**src/design/spri_defines.svh**
```systemverilog
`ifndef SPRI_DEFINES_SVH
`define SPRI_DEFINES_SVH
// ****************************************
// register offsets
// ****************************************
`define SPRI_ADDR_DATA 3'h0
`define SPRI_ADDR_STATUS_A 3'h1
`define SPRI_ADDR_CONTROL_B 3'h2
`define SPRI_ADDR_BAUD_LOW 3'h3
`define SPRI_ADDR_SHARED 3'h4
// ****************************************
// fields and reset values
// ****************************************
`define SPRI_SEL_BIT 7
`define SPRI_TXC_BIT 6
`define SPRI_RESET_CONTROL_C 8'h80
`define SPRI_RESET_STATUS_A 8'h20
`define SPRI_WORD_FE 9
`define SPRI_WORD_PE 10
// ****************************************
// timing
// ****************************************
`define SPRI_OVERSAMPLE_NORMAL 4'hf
`define SPRI_OVERSAMPLE_DOUBLE 4'h7
`define SPRI_OVERSAMPLE_SYNC 4'h1
`endif

```
**src/design/spri_pkg.sv**
```systemverilog
package spri_pkg;
  // receiver sequencing
  typedef enum logic [1:0] {
    SPRI_RX_IDLE = 2'b00,
    SPRI_RX_BUSY = 2'b01
  } spri_rx_state_t;
endpackage

```
**src/design/spri_top.sv**
```systemverilog
`timescale 1ns/10ps
`default_nettype none
`include "spri_defines.svh"

module spri_fifo #(
  parameter int WIDTH = 11,
  parameter int DEPTH = 16
) (
  // clock and reset
  input wire logic clk,
  input wire logic resetn,
  input wire logic flush,
  // fill side
  input wire logic in_valid,
  output logic in_ready,
  input wire logic [WIDTH-1:0] in_data,
  // drain side
  output logic out_valid,
  input wire logic out_ready,
  output logic [WIDTH-1:0] out_data
);
  localparam int PW = (DEPTH > 1) ? $clog2(DEPTH) : 1;
  localparam int CW = $clog2(DEPTH + 1);
  typedef struct packed {
    logic [DEPTH-1:0][WIDTH-1:0] mem;
    logic [PW-1:0] wr;
    logic [PW-1:0] rd;
    logic [CW-1:0] cnt;
  } spri_fifo_state_t;
  spri_fifo_state_t s_q, s_d;
  logic push, pop;

  if (DEPTH < 2) $error("spri_fifo needs at least two entries");

  function automatic logic [PW-1:0] wrap_inc(input logic [PW-1:0] p);
    wrap_inc = (p == PW'(DEPTH - 1)) ? '0 : p + PW'(1);
  endfunction

  // handshake terms
  assign in_ready = (s_q.cnt != CW'(DEPTH));
  assign out_valid = (s_q.cnt != '0);
  assign out_data = s_q.mem[s_q.rd];
  assign push = in_valid && in_ready;
  assign pop = out_valid && out_ready;

  // pointer and count update
  always_comb
  begin
    s_d = s_q;
    if (push)
    begin
      s_d.mem[s_q.wr] = in_data;
      s_d.wr = wrap_inc(s_q.wr);
    end
    if (pop)
      s_d.rd = wrap_inc(s_q.rd);
    if (push && !pop)
      s_d.cnt = s_q.cnt + CW'(1);
    else if (pop && !push)
      s_d.cnt = s_q.cnt - CW'(1);
    if (flush)
    begin
      s_d.wr = '0;
      s_d.rd = '0;
      s_d.cnt = '0;
    end
  end

  always_ff @(posedge clk or negedge resetn)
  begin
    if (!resetn)
      s_q <= '0;
    else
      s_q <= s_d;
  end
endmodule

module spri_top #(
  parameter int RX_DEPTH = 2
) (
  // clock and reset
  input wire logic clk,
  input wire logic resetn,
  // register port
  input wire logic [2:0] io_addr,
  input wire logic io_wr,
  input wire logic io_rd,
  input wire logic [7:0] io_wdata,
  output logic [7:0] io_rdata,
  // interrupt side
  input wire logic global_irq_enable,
  input wire logic tx_complete_ack,
  output logic irq_rx_complete,
  output logic irq_tx_complete,
  output logic irq_tx_empty,
  // serial pins
  input wire logic rxd,
  output logic rx_pin_owned,
  output logic txd,
  output logic txd_oe
);
  typedef struct packed {
    logic tx_complete_flag;
    logic double_speed;
    logic multiprocessor_filter;
    logic overrun_flag;
    logic rx_complete_irq_enable;
    logic tx_complete_irq_enable;
    logic tx_empty_irq_enable;
    logic receiver_enable;
    logic transmitter_enable;
    logic char_size_msb;
    logic tx_ninth_bit;
    logic [6:0] control_c;
    logic [11:0] baud_divisor;
    logic shared_rd;
    logic [8:0] transmit_buffer;
    logic tx_full;
    logic tx_active;
    logic tx_busy;
    logic [12:0] tx_shift;
    logic [3:0] tx_left;
    logic [3:0] tx_sub;
    logic [11:0] prescale;
    spri_pkg::spri_rx_state_t rx_state;
    logic [3:0] rx_sub;
    logic [3:0] rx_idx;
    logic [11:0] rx_shift;
    logic rx_pend;
    logic [10:0] rx_word;
    logic [7:0] rdata;
    logic irq_rx;
    logic irq_tx;
    logic irq_empty;
    logic txd;
  } spri_state_t;
  spri_state_t s_q, s_d;

  if (RX_DEPTH < 2) $error("spri_top needs a receive fifo of two or more");

  // control C fields
  logic sync_mode_select;
  logic parity_enable_bit;
  logic parity_odd;
  logic stop_two;
  logic [1:0] char_size_low_bits;
  logic [3:0] nbits;
  logic [3:0] div_last;
  logic tick;
  assign sync_mode_select = s_q.control_c[6];
  assign parity_enable_bit = s_q.control_c[5];
  assign parity_odd = s_q.control_c[4];
  assign stop_two = s_q.control_c[3];
  assign char_size_low_bits = s_q.control_c[2:1];
  assign nbits = char_bits({s_q.char_size_msb, char_size_low_bits});
  assign tick = (s_q.prescale == 12'h000);

  // fifo link
  logic rx_push, rx_ready, rx_valid, rx_pop;
  logic [10:0] rx_head, rx_new;
  logic [11:0] rx_sh_now;
  logic rd_data, rd_shared, wr_data, wr_shared, frame_done, start_seen;

  function automatic logic [3:0] char_bits(input logic [2:0] code);
    unique case (code)
      3'b000: char_bits = 4'h5;
      3'b001: char_bits = 4'h6;
      3'b010: char_bits = 4'h7;
      3'b111: char_bits = 4'h9;
      default: char_bits = 4'h8;
    endcase
  endfunction

  // build start, data, parity and stop bits, lsb first
  function automatic logic [12:0] tx_frame(input logic [8:0] d, input logic [3:0] n,
                                           input logic pen, input logic odd);
    logic [12:0] f;
    logic p;
    f = 13'h1ffe;
    p = odd;
    for (int i = 0; i < 9; i++)
    begin
      if (4'(i) < n)
      begin
        f[i+1] = d[i];
        p = p ^ d[i];
      end
    end
    if (pen)
      f[n+4'h1] = p;
    tx_frame = f;
  endfunction

  // extract {pe, fe, ninth, data} from sampled bits
  function automatic logic [10:0] rx_decode(input logic [11:0] sh, input logic [3:0] n,
                                            input logic pen, input logic odd);
    logic [8:0] d;
    logic p;
    d = 9'h000;
    p = odd;
    for (int i = 0; i < 9; i++)
    begin
      if (4'(i) < n)
      begin
        d[i] = sh[i+1];
        p = p ^ sh[i+1];
      end
    end
    rx_decode = {pen && (p != sh[n+4'h1]), !sh[n+4'h1+4'(pen)], d};
  endfunction

  assign rd_data = io_rd && (io_addr == `SPRI_ADDR_DATA);
  assign rd_shared = io_rd && (io_addr == `SPRI_ADDR_SHARED);
  assign wr_data = io_wr && (io_addr == `SPRI_ADDR_DATA);
  assign wr_shared = io_wr && (io_addr == `SPRI_ADDR_SHARED);
  assign rx_pop = rd_data;
  // stop bit is sampled in the frame_done cycle, so fold it in before decoding
  always_comb
  begin
    rx_sh_now = s_q.rx_shift;
    rx_sh_now[s_q.rx_idx] = rxd;
  end
  assign rx_new = rx_decode(rx_sh_now, nbits, parity_enable_bit, parity_odd);
  assign frame_done = (s_q.rx_state == spri_pkg::SPRI_RX_BUSY) && tick
    && (s_q.rx_sub == {1'b0, div_last[3:1]})
    && (s_q.rx_idx == nbits + 4'h1 + 4'(parity_enable_bit));
  assign start_seen = (s_q.rx_state == spri_pkg::SPRI_RX_IDLE) && tick && !rxd
    && s_q.receiver_enable;
  assign rx_push = s_q.rx_pend;

  spri_fifo #(
    .WIDTH(11),
    .DEPTH(RX_DEPTH)
  ) u_rx_fifo (
    .clk(clk),
    .resetn(resetn),
    .flush(!s_q.receiver_enable),
    .in_valid(rx_push),
    .in_ready(rx_ready),
    .in_data(s_q.rx_word),
    .out_valid(rx_valid),
    .out_ready(rx_pop),
    .out_data(rx_head)
  );

  // oversampling divisor select
  always_comb
  begin
    if (sync_mode_select)
      div_last = `SPRI_OVERSAMPLE_SYNC;
    else if (s_q.double_speed)
      div_last = `SPRI_OVERSAMPLE_DOUBLE;
    else
      div_last = `SPRI_OVERSAMPLE_NORMAL;
  end

  // next state of the whole block
  always_comb
  begin
    logic [7:0] rd_val;
    rd_val = 8'h00;
    s_d = s_q;
    // shared location read tracking
    s_d.shared_rd = rd_shared;
    // register reads
    unique case (io_addr)
      `SPRI_ADDR_DATA: rd_val = rx_head[7:0];
      `SPRI_ADDR_STATUS_A: rd_val = {rx_valid, s_q.tx_complete_flag, !s_q.tx_full,
        rx_valid && rx_head[`SPRI_WORD_FE], s_q.overrun_flag,
        rx_valid && rx_head[`SPRI_WORD_PE], s_q.double_speed,
        s_q.multiprocessor_filter};
      `SPRI_ADDR_CONTROL_B: rd_val = {s_q.rx_complete_irq_enable, s_q.tx_complete_irq_enable,
        s_q.tx_empty_irq_enable, s_q.receiver_enable, s_q.transmitter_enable,
        s_q.char_size_msb, rx_head[8], s_q.tx_ninth_bit};
      `SPRI_ADDR_BAUD_LOW: rd_val = s_q.baud_divisor[7:0];
      `SPRI_ADDR_SHARED: rd_val = s_q.shared_rd ? {1'b1, s_q.control_c}
        : {4'h0, s_q.baud_divisor[11:8]};
      default: rd_val = 8'h00;
    endcase
    if (io_rd)
      s_d.rdata = rd_val;
    // register writes
    if (io_wr)
    begin
      unique case (io_addr)
        `SPRI_ADDR_STATUS_A:
        begin
          if (io_wdata[`SPRI_TXC_BIT])
            s_d.tx_complete_flag = 1'b0;
          s_d.double_speed = io_wdata[1];
          s_d.multiprocessor_filter = io_wdata[0];
        end
        `SPRI_ADDR_CONTROL_B:
        begin
          s_d.rx_complete_irq_enable = io_wdata[7];
          s_d.tx_complete_irq_enable = io_wdata[6];
          s_d.tx_empty_irq_enable = io_wdata[5];
          s_d.receiver_enable = io_wdata[4];
          s_d.transmitter_enable = io_wdata[3];
          s_d.char_size_msb = io_wdata[2];
          s_d.tx_ninth_bit = io_wdata[0];
        end
        `SPRI_ADDR_BAUD_LOW: s_d.baud_divisor[7:0] = io_wdata;
        default:
        begin
        end
      endcase
    end
    if (wr_shared)
    begin
      if (io_wdata[`SPRI_SEL_BIT])
        s_d.control_c = io_wdata[6:0];
      else
        s_d.baud_divisor[11:8] = io_wdata[3:0];
    end
    if (tx_complete_ack)
      s_d.tx_complete_flag = 1'b0;
    // baud prescaler
    if (io_wr && (io_addr == `SPRI_ADDR_BAUD_LOW))
      s_d.prescale = {s_q.baud_divisor[11:8], io_wdata};
    else if (tick)
      s_d.prescale = s_q.baud_divisor;
    else
      s_d.prescale = s_q.prescale - 12'h001;
    // transmit buffer fill, dropped while full
    if (wr_data && !s_q.tx_full)
    begin
      s_d.transmit_buffer = {s_q.tx_ninth_bit, io_wdata};
      s_d.tx_full = 1'b1;
    end
    // transmitter enable and pin ownership
    if (s_q.transmitter_enable)
      s_d.tx_active = 1'b1;
    else if (!s_q.tx_busy && !s_q.tx_full)
      s_d.tx_active = 1'b0;
    // transmit shifter
    if (s_q.tx_busy)
    begin
      if (tick)
      begin
        if (s_q.tx_sub == div_last)
        begin
          s_d.tx_sub = 4'h0;
          s_d.txd = s_q.tx_shift[0];
          s_d.tx_shift = {1'b1, s_q.tx_shift[12:1]};
          s_d.tx_left = s_q.tx_left - 4'h1;
          if (s_q.tx_left == 4'h0)
          begin
            s_d.tx_busy = 1'b0;
            s_d.txd = 1'b1;
            if (!s_q.tx_full)
              s_d.tx_complete_flag = 1'b1;
          end
        end
        else
          s_d.tx_sub = s_q.tx_sub + 4'h1;
      end
    end
    else if (s_q.tx_active && s_q.tx_full)
    begin
      s_d.tx_busy = 1'b1;
      s_d.tx_full = 1'b0;
      s_d.tx_sub = div_last;
      s_d.tx_shift = tx_frame(s_q.transmit_buffer, nbits, parity_enable_bit, parity_odd);
      s_d.tx_left = nbits + 4'h2 + 4'(parity_enable_bit) + 4'(stop_two);
    end
    // receiver sequencing
    unique case (s_q.rx_state)
      spri_pkg::SPRI_RX_IDLE:
      begin
        if (start_seen)
        begin
          if (s_q.rx_pend)
            s_d.overrun_flag = 1'b1;
          else
          begin
            s_d.rx_state = spri_pkg::SPRI_RX_BUSY;
            s_d.rx_sub = 4'h0;
            s_d.rx_idx = 4'h0;
          end
        end
      end
      spri_pkg::SPRI_RX_BUSY:
      begin
        if (tick)
        begin
          s_d.rx_sub = (s_q.rx_sub == div_last) ? 4'h0 : s_q.rx_sub + 4'h1;
          if (s_q.rx_sub == div_last)
            s_d.rx_idx = s_q.rx_idx + 4'h1;
          if (s_q.rx_sub == {1'b0, div_last[3:1]})
          begin
            s_d.rx_shift[s_q.rx_idx] = rxd;
            if (s_q.rx_idx == 4'h0 && rxd)
              s_d.rx_state = spri_pkg::SPRI_RX_IDLE;
          end
        end
        if (frame_done)
          s_d.rx_state = spri_pkg::SPRI_RX_IDLE;
      end
    endcase
    // hand a finished frame to the fifo
    if (rx_push && rx_ready)
      s_d.rx_pend = 1'b0;
    if (frame_done)
    begin
      // frame type is the ninth bit in 9-bit frames, else the stop bit
      if (!s_q.multiprocessor_filter
          || ((nbits == 4'h9) ? rx_new[8] : !rx_new[`SPRI_WORD_FE]))
      begin
        s_d.rx_pend = 1'b1;
        s_d.rx_word = rx_new;
      end
    end
    // overrun clears when the data register is read, unless a new overrun is flagged in that same cycle
    if (rd_data && !(start_seen && s_q.rx_pend))
      s_d.overrun_flag = 1'b0;
    if (!s_q.receiver_enable)
    begin
      s_d.rx_state = spri_pkg::SPRI_RX_IDLE;
      s_d.rx_pend = 1'b0;
      s_d.overrun_flag = 1'b0;
    end
    // interrupt requests
    s_d.irq_rx = s_q.rx_complete_irq_enable && global_irq_enable && rx_valid;
    s_d.irq_tx = s_q.tx_complete_irq_enable && global_irq_enable && s_q.tx_complete_flag;
    s_d.irq_empty = s_q.tx_empty_irq_enable && global_irq_enable && !s_q.tx_full;
  end

  // state registers
  always_ff @(posedge clk or negedge resetn)
  begin
    if (!resetn)
    begin
      s_q <= '0;
      s_q.control_c <= 7'(`SPRI_RESET_CONTROL_C);
      s_q.txd <= 1'b1;
      s_q.rx_shift <= 12'hfff;
    end
    else
      s_q <= s_d;
  end

  // outputs from flops
  assign io_rdata = s_q.rdata;
  assign irq_rx_complete = s_q.irq_rx;
  assign irq_tx_complete = s_q.irq_tx;
  assign irq_tx_empty = s_q.irq_empty;
  assign rx_pin_owned = s_q.receiver_enable;
  assign txd = s_q.txd;
  assign txd_oe = s_q.tx_active;
endmodule
`default_nettype wire

```
**config.mk**
```make
export PLATFORM = sky130hd
export DESIGN_NAME = spri_top
export DESIGN_NICKNAME = d
export VERILOG_FILES = /design/src/design/spri_pkg.sv /design/src/design/spri_top.sv
export VERILOG_INCLUDE_DIRS = /design/src /design/src/design
export SDC_FILE = /design/constraint.sdc
export NUM_CORES = 1
export LEC_CHECK = 0
export ABC_AREA = 0
export BUFFER_PORTS_ARGS = -buffer_cell sky130_fd_sc_hd__buf_2
export CAP_MARGIN = 20
export CELL_PAD_IN_SITES_DETAIL_PLACEMENT = 0
export CELL_PAD_IN_SITES_GLOBAL_PLACEMENT = 1
export CORE_UTILIZATION = 40
export CTS_BUF_LIST = sky130_fd_sc_hd__clkbuf_16
export CTS_CLUSTER_DIAMETER = 40
export DETAILED_ROUTE_END_ITERATION = 12
export PLACE_DENSITY_LB_ADDON = 0.1
export SYNTH_ARGS = -nofsm -noshare
export SYNTH_HDL_FRONTEND = slang
export SYNTH_SLANG_ARGS = --single-unit
```
**constraint.sdc**
```tcl
create_clock -name clk -period 3 [get_ports clk]
set_clock_uncertainty 0.1 [all_clocks]
set_input_delay 0.15 -clock clk [delete_from_list [all_inputs] [get_ports clk]]
set_output_delay 0.15 -clock clk [all_outputs]
set_load 0.01 [all_outputs]
```
==> results.sh, run 1 <==
export IMPL_outcome="complete, no violations"
export IMPL_cp_arrival_ns=3.10
export IMPL_async_reset_ff_frac=1.00
export IMPL_grt_overflow=0
export IMPL_antenna_left=0
export IMPL_vias_per_cell=5.50
export IMPL_startpoint_type="flip-flop"
export IMPL_grt_use_total=0.226
export IMPL_htreeDepth=4
export IMPL_drive_gt1_frac=0.218
export IMPL_ys_ff_latch=147
export IMPL_route_detailed_drc=0
export IMPL_synth_cells=814
export IMPL_r2r_start="s_q[112]"
export IMPL_dp_worst_setup_slack_ns=0.120
export IMPL_grt_first_pass_wirelength_um=34900
export IMPL_startpoint="s_q[112]"
export IMPL_die_w_um=144
export IMPL_worstMarginPinSlew_ns=0.958
export IMPL_total_power_uw=7010
export IMPL_cp_endpoint="s_q[18]"
export IMPL_setup_violations=0
export IMPL_r2r_worst_path_cells=9
export IMPL_syn_num_nets=850
export IMPL_port_buffers=31
export IMPL_hold_viol_final=0
export IMPL_clock_sinks=147
export IMPL_setup_slack_ns=0.108
export IMPL_crit_required_ns=3.21
export IMPL_post_drt_wl_per_cell_um=19.3
export IMPL_synth_cell_types=72
export IMPL_dr_first_iter_drc_count=324
export IMPL_drv_slew=0
export IMPL_period_share=0.964
export IMPL_area_growth_pct=15.1
export IMPL_antenna_found_initial=0
export IMPL_postLayoutCellArea_um2=9300
export IMPL_final_util=0.473
export IMPL_die_area_um2=20800
export IMPL_clk_pin_slew_worst_paths_ns=0.06
export IMPL_post_cts_buffers=0
export IMPL_dp_hpwl_um=16100
export IMPL_worstPathMaxFanout=17
export IMPL_placed_area_um2=8600
export IMPL_core_area_um2=19700
export IMPL_relSlewSlack=0.359
export IMPL_cts_root_buffer="clkbuf_16"
export IMPL_leakage_uw=0.00417
export IMPL_grt_pass1_vias=6222
export IMPL_yosysWarningCount=0
export IMPL_period_needed_ns=2.89
export IMPL_tritoncts="built"
export IMPL_ios=32
export IMPL_seq_area_frac_synth=0.457
export IMPL_synthFlopType="dfrtp_1"
export IMPL_synth_area_um2=8080
export IMPL_vdd_drop_max_mv=0.585
export IMPL_synth_edf_count=0
export IMPL_r2r_end="s_q[18]"
export IMPL_hold_class="in -> reg"
export IMPL_synth_area_per_cell_um2=9.93
export IMPL_n_antenna_cell=0
export IMPL_insertion_delay_ns=0.43
export IMPL_gp_congestion=0.874
export IMPL_rrSetupSlack_ns=0.11
export IMPL_fp_row_count=51
export IMPL_power_density_nw_per_um2=754
export IMPL_via_count=6272
export IMPL_end_kind="flip-flop"
export IMPL_critPathKind="reg -> reg"
export IMPL_cap_violations=0
export IMPL_numCtsBuffers=17
export IMPL_fmax_mhz=346
export IMPL_grt_start_max_net_pins=80
export IMPL_cts_max_path_buffers=2
export IMPL_nets=899
export IMPL_dieHeight_um=144
export IMPL_start_util=0.411
export IMPL_tns_ns=0
export IMPL_dr_pass1_iters=5
export IMPL_wirelength_um=22000
## worst min-delay path by stage
stage / start / to / slack [ns] / depth (start not counted)
3_5_place_dp: resetn / u_rx_fifo.s_q[6] / 0.15 / 1
6_report: io_wr / s_q[121] / 0.06 / 4
5_1_grt: io_wr / s_q[121] / 0.09 / 4
3_3_place_gp: resetn / u_rx_fifo.s_q[15] / 0.13 / 1
2_1_floorplan: resetn / char_size_low_bits[0] / -0.25 / 0
4_1_cts: io_addr[0] / s_q[91] / 0.05 / 3
## what timing repair did
action	in CTS	in global routing
hold endpoints to repair	118	0
hold buffers	13	0
endpoints found under the setup margin	0	5
resized for setup	0	4
## synth_stat cells, drive strengths merged, types with 6 or more instances
master  instances  area share
o21ai          53       0.033
nor2           61       0.028
dfstp          13       0.042
a221o           8      0.0099
a31oi           7      0.0054
nand3          23       0.014
ha             17       0.026
dfrtp         134        0.42
clkbuf         20      0.0093
nor3           17       0.011
inv            31       0.014
a21oi          37       0.023
o211ai          6      0.0056
xor2           11       0.012
xnor2          21       0.024
o22ai          12      0.0093
nor3b           8       0.011
mux2           62       0.088
nand2         107       0.050
mux2i          19       0.024
buf            31       0.025
and3            9      0.0070
a22oi          15       0.016
nand3b         15       0.014
## through the flow
stage,hold slack [ns],cells
finish,0.0607,1141
global placement,0.132,1096
global route,0.0892,1141
detailed placement,0.147,1096
CTS,0.0498,1141
floorplan,-0.246,814
## registers in the layout, indices dropped and copies added (netlist names)
signal and cells:
char_size_low_bits 2, rx_pin_owned 1, txd 1, irq_rx_complete 1
txd_oe 1, u_rx_fifo.s_q 26, parity_enable_bit 1, s_q 102
irq_tx_empty 1, rx_push 1, io_rdata 8, parity_odd 1
irq_tx_complete 1
## cells by family after synthesis
kind of cell | synth area share
AOI/OAI and AO/OA | 0.139
xor gates and xnor gates | 0.0412
adders and majority gates | 0.0288
buffers and inverters | 0.0483
DFF | 0.457
muxes | 0.112
and+or+nand+nor | 0.173
## metal layers
| layer | wire [um] | track usage | vias up |
|---|---|---|---|
| met3 | 747 | 0.0371 | 24 |
| met1 | 10500 | 0.311 | 3131 |
| met2 | 10400 | 0.362 | 121 |
| li1 | - | - | 2996 |
| met5 | 0 | 0 | - |
| met4 | 380 | 0.0722 | 0 |
## cells in the final DEF (no fill, tap or decap), types with 5 or more instances in the layout
| master | n |
|---|---|
| and2_1 | 5 |
| nor2_1 | 59 |
| nand3_1 | 23 |
| a21oi_1 | 37 |
| and3_1 | 8 |
| xor2_1 | 11 |
| buf_2 | 30 |
| o21ai_1 | 10 |
| xnor2_1 | 20 |
| o211ai_1 | 6 |
| o22ai_1 | 12 |
| dfstp_2 | 13 |
| nand2_1 | 107 |
| buf_4 | 36 |
| inv_1 | 32 |
| a221o_1 | 8 |
| o21ai_0 | 43 |
| dlygate4sd3_1 | 13 |
| a22o_1 | 5 |
| nor3_1 | 17 |
| mux2i_1 | 18 |
| clkbuf_16 | 17 |
| ha_1 | 17 |
| a31oi_1 | 7 |
| dfrtp_1 | 133 |
| a22oi_1 | 12 |
| nand3b_1 | 15 |
| mux2_2 | 57 |
## where the power goes
group	total, uW	switching, uW	internal [uW]
clock	2060	912	1150
combinational	2170	1140	1030
sequential	2780	418	2360
## area by class of cell
type | count | area, um^2
fillers | 1938 | 10400
flip-flops and latches | 147 | 3700
clock inverters | 15 | 134
inverters | 31 | 116
clock buffers | 17 | 425
repair buffers | 81 | 582
multi-input cells | 585 | 4010
well taps | 265 | 332
## critical path, cell delays in order, from the launching register on
cell,delay [ns]
dfrtp_1,0.44
and3_2,0.27
nor2_4,0.13
ha_1,0.27
mux2_1,0.37
a221o_1,0.35
o21ai_1,0.15
a41o_1,0.23
buf_12,0.16
mux2_4,0.30
Power figures use the tool's default switching activity.
==> run 2, diff against run 1 <==
- CORE_MARGIN: not set -> 4
- clock period: 3 -> 3.5 ns (I/O delays scaled with it)
==> run 2 against run 1 <==
  * First-iteration DRC count rose by 36%
  * Largest power group unchanged
  * Clock power decreased by 6%
  * Critical path type unchanged
  * Fmax decreased by 8.2%
  * Final area fell by 0.89%
  * Global-route usage decreased by 2.5 points
  * Critical path depth up 3
  * Cell count fell by 1.5%
  * Sequential power fell by 14%
==> results.sh, run 2 (same netlist as run 1, synthesis figures left out) <==
export IMPL_r2r_worst_path_cells=12
export IMPL_start_util=0.411
export IMPL_grt_first_pass_wirelength_um=34900
export IMPL_route_detailed_drc=0
export IMPL_gp_congestion=0.907
export IMPL_tritoncts="built"
export IMPL_wirelength_um=21800
export IMPL_cts_max_path_buffers=2
export IMPL_ios=32
export IMPL_hold_ws_ns=0.0701
export IMPL_dp_cells=1079
export IMPL_antenna_found_initial=0
export IMPL_dieHeight_um=150
export IMPL_core_area_um2=19700
export IMPL_n_antenna_cell=0
export IMPL_rrSetupSlack_ns=0.35
export IMPL_post_drt_wl_per_cell_um=19.4
export IMPL_crit_chain="and3_1 > nor2_1 > ha_1 > buf_4 > mux2_2 > a32oi_1 > a311oi_1 > nand2_1 > a41o_1 > buf_4 > nand2_1 > o21ai_1"
export IMPL_end_kind="flip-flop"
export IMPL_post_cts_buffers=0
export IMPL_final_common_cell="dfrtp_1"
export IMPL_dr_pass1_iters=5
export IMPL_worstMarginPinSlew_ns=1.01
export IMPL_gr_usage_met3=0.0376
export IMPL_die_area_um2=22500
export IMPL_relSlewSlack=0.323
export IMPL_dp_hpwl_um=15900
export IMPL_seqCellArea_um2=3690
export IMPL_hold_viol_final=0
export IMPL_clk_pin_slew_worst_paths_ns=0.07
export IMPL_grt_use_total=0.201
export IMPL_insertion_delay_ns=0.43
export IMPL_grt_overflow=0
export IMPL_vdd_drop_max_mv=0.367
export IMPL_intPower_uw=4010
export IMPL_r2r_start="s_q[112]"
export IMPL_p_seq_frac=0.389
export IMPL_nets=882
export IMPL_hold_start="io_wr"
export IMPL_multi_input_area_um2=3990
export IMPL_critPathKind="reg -> reg"
export IMPL_htreeDepth=4
export IMPL_nFillCells=1862
export IMPL_total_power_uw=6130
export IMPL_die_w_um=150
export IMPL_swShare=0.346
export IMPL_holdPathStages=4
export IMPL_largest_reg_flops=102
export IMPL_dr_first_iter_drc_count=440
export IMPL_numCtsBuffers=17
export IMPL_grt_start_max_net_pins=86
export IMPL_vias_per_cell=5.49
export IMPL_r2r_end="s_q[15]"
export IMPL_tns_ns=0
export IMPL_antenna_left=0
export IMPL_outcome="complete, no violations"
export IMPL_top_register="s_q"
export IMPL_period_share=0.900
export IMPL_via_count=6175
export IMPL_busiest_layer="met2"
export IMPL_crit_required_ns=3.75
export IMPL_period_needed_ns=3.15
export IMPL_grt_pass1_vias=6131
export IMPL_area_growth_pct=14.0
export IMPL_cts_root_buffer="clkbuf_16"
export IMPL_fmax_mhz=317
export IMPL_combinationalPowerShare=0.294
export IMPL_pwr_share_clk=0.317
export IMPL_fp_row_count=51
export IMPL_hold_class="in -> reg"
export IMPL_port_buffers=31
export IMPL_stdcell_count=1124
export IMPL_clock_sinks=147
export IMPL_setup_violations=0
export IMPL_use_met1=0.284
export IMPL_power_switching_uw=2120
export IMPL_crit_slowest_cell="a41o_1"
export IMPL_grt_setup_unrepaired="false"
export IMPL_startpoint_type="flip-flop"
export IMPL_worstPathMaxFanout=14
export IMPL_use_met2=0.319
export IMPL_drv_slew=0
export IMPL_final_cell_mix="dfrtp_1 (134), nand2_1 (107), nor2_1 (61)"
export IMPL_cp_arrival_ns=3.40
export IMPL_power_density_nw_per_um2=665
export IMPL_cap_violations=0
export IMPL_critical_path_top_delay_family="compound AO/OA/AOI/OAI gates"
export IMPL_crit_buf_inv=2
export IMPL_max_stage_delay_ns=0.46
export IMPL_leakage_uw=0.00411
export IMPL_drive_gt1_frac=0.199
export IMPL_holdPathEnd="s_q[121]"
[run 2: cell types whose count changed in the layout (fill, tap and decap cells not counted), moves of 2 or more]
| cell | change |
|---|---|
| clkinv_1 | -2 |
| inv_8 | +3 |
| buf_4 | -17 |
| nor2_1 | +2 |
| bufinv_16 | +2 |
[run 2: area by class of cell]
| cell class | instances | area share |
|---|---|---|
| Clock buffer | 17 | 0.0462 |
| Clock inverter | 15 | 0.0213 |
| Inverter | 31 | 0.0126 |
| Multi-Input combinational cell | 585 | 0.434 |
| Sequential cell | 147 | 0.401 |
| Tap cell | 265 | 0.0360 |
| Timing Repair Buffer | 64 | 0.0493 |
[run 2: metrics by stage]
| step | area, um^2 | worst slack [ns] | util |
|---|---|---|---|
| after floorplan | 8080 | 0.378 | - |
| after global placement | 8460 | 0.419 | 0.430 |
| after detailed placement | 8460 | 0.358 | 0.430 |
| after CTS | 9210 | 0.333 | 0.469 |
| after global routing | 9210 | 0.134 | 0.469 |
| final | 9210 | 0.348 | 0.469 |
[run 2: power groups by stage]
stage	Combinational [uW]	Clock [uW]	Sequential, uW
floorplan	1390	0	2280
global route	2020	2060	2430
finish	1800	1940	2380
global placement	1760	0	2400
CTS	1820	1990	2380
detailed placement	1790	0	2410
[run 2: metal layers]
layer,vias to the layer above,wire length [um]
met2,124,10400
met1,3066,10300
met5,-,0
met4,0,363
met3,28,741
li1,2957,-
[run 2: worst min-delay path: cells and delay by family]
kind,cells,cell delay (ns)
buffers and inverters,1,0.16
AOI/OAI and AO/OA,1,0.07
and+or+nand+nor,2,0.16
[run 2: worst max-delay path by stage]
stage	endpoint	cells past startpoint	slack, ns	startpoint
3_3_place_gp	s_q[16]	8	0.42	s_q[112]
2_1_floorplan	s_q[16]	11	0.38	s_q[112]
6_report	s_q[15]	12	0.35	s_q[112]
4_1_cts	s_q[15]	12	0.33	s_q[112]
5_1_grt	s_q[14]	13	0.13	char_size_low_bits[0]
3_5_place_dp	s_q[15]	10	0.36	s_q[112]
[run 2: what timing repair did]
item | CTS | global route
gates resized for setup | 0 | 0
hold buffers | 13 | 0
endpoints found under the hold margin | 107 | 0
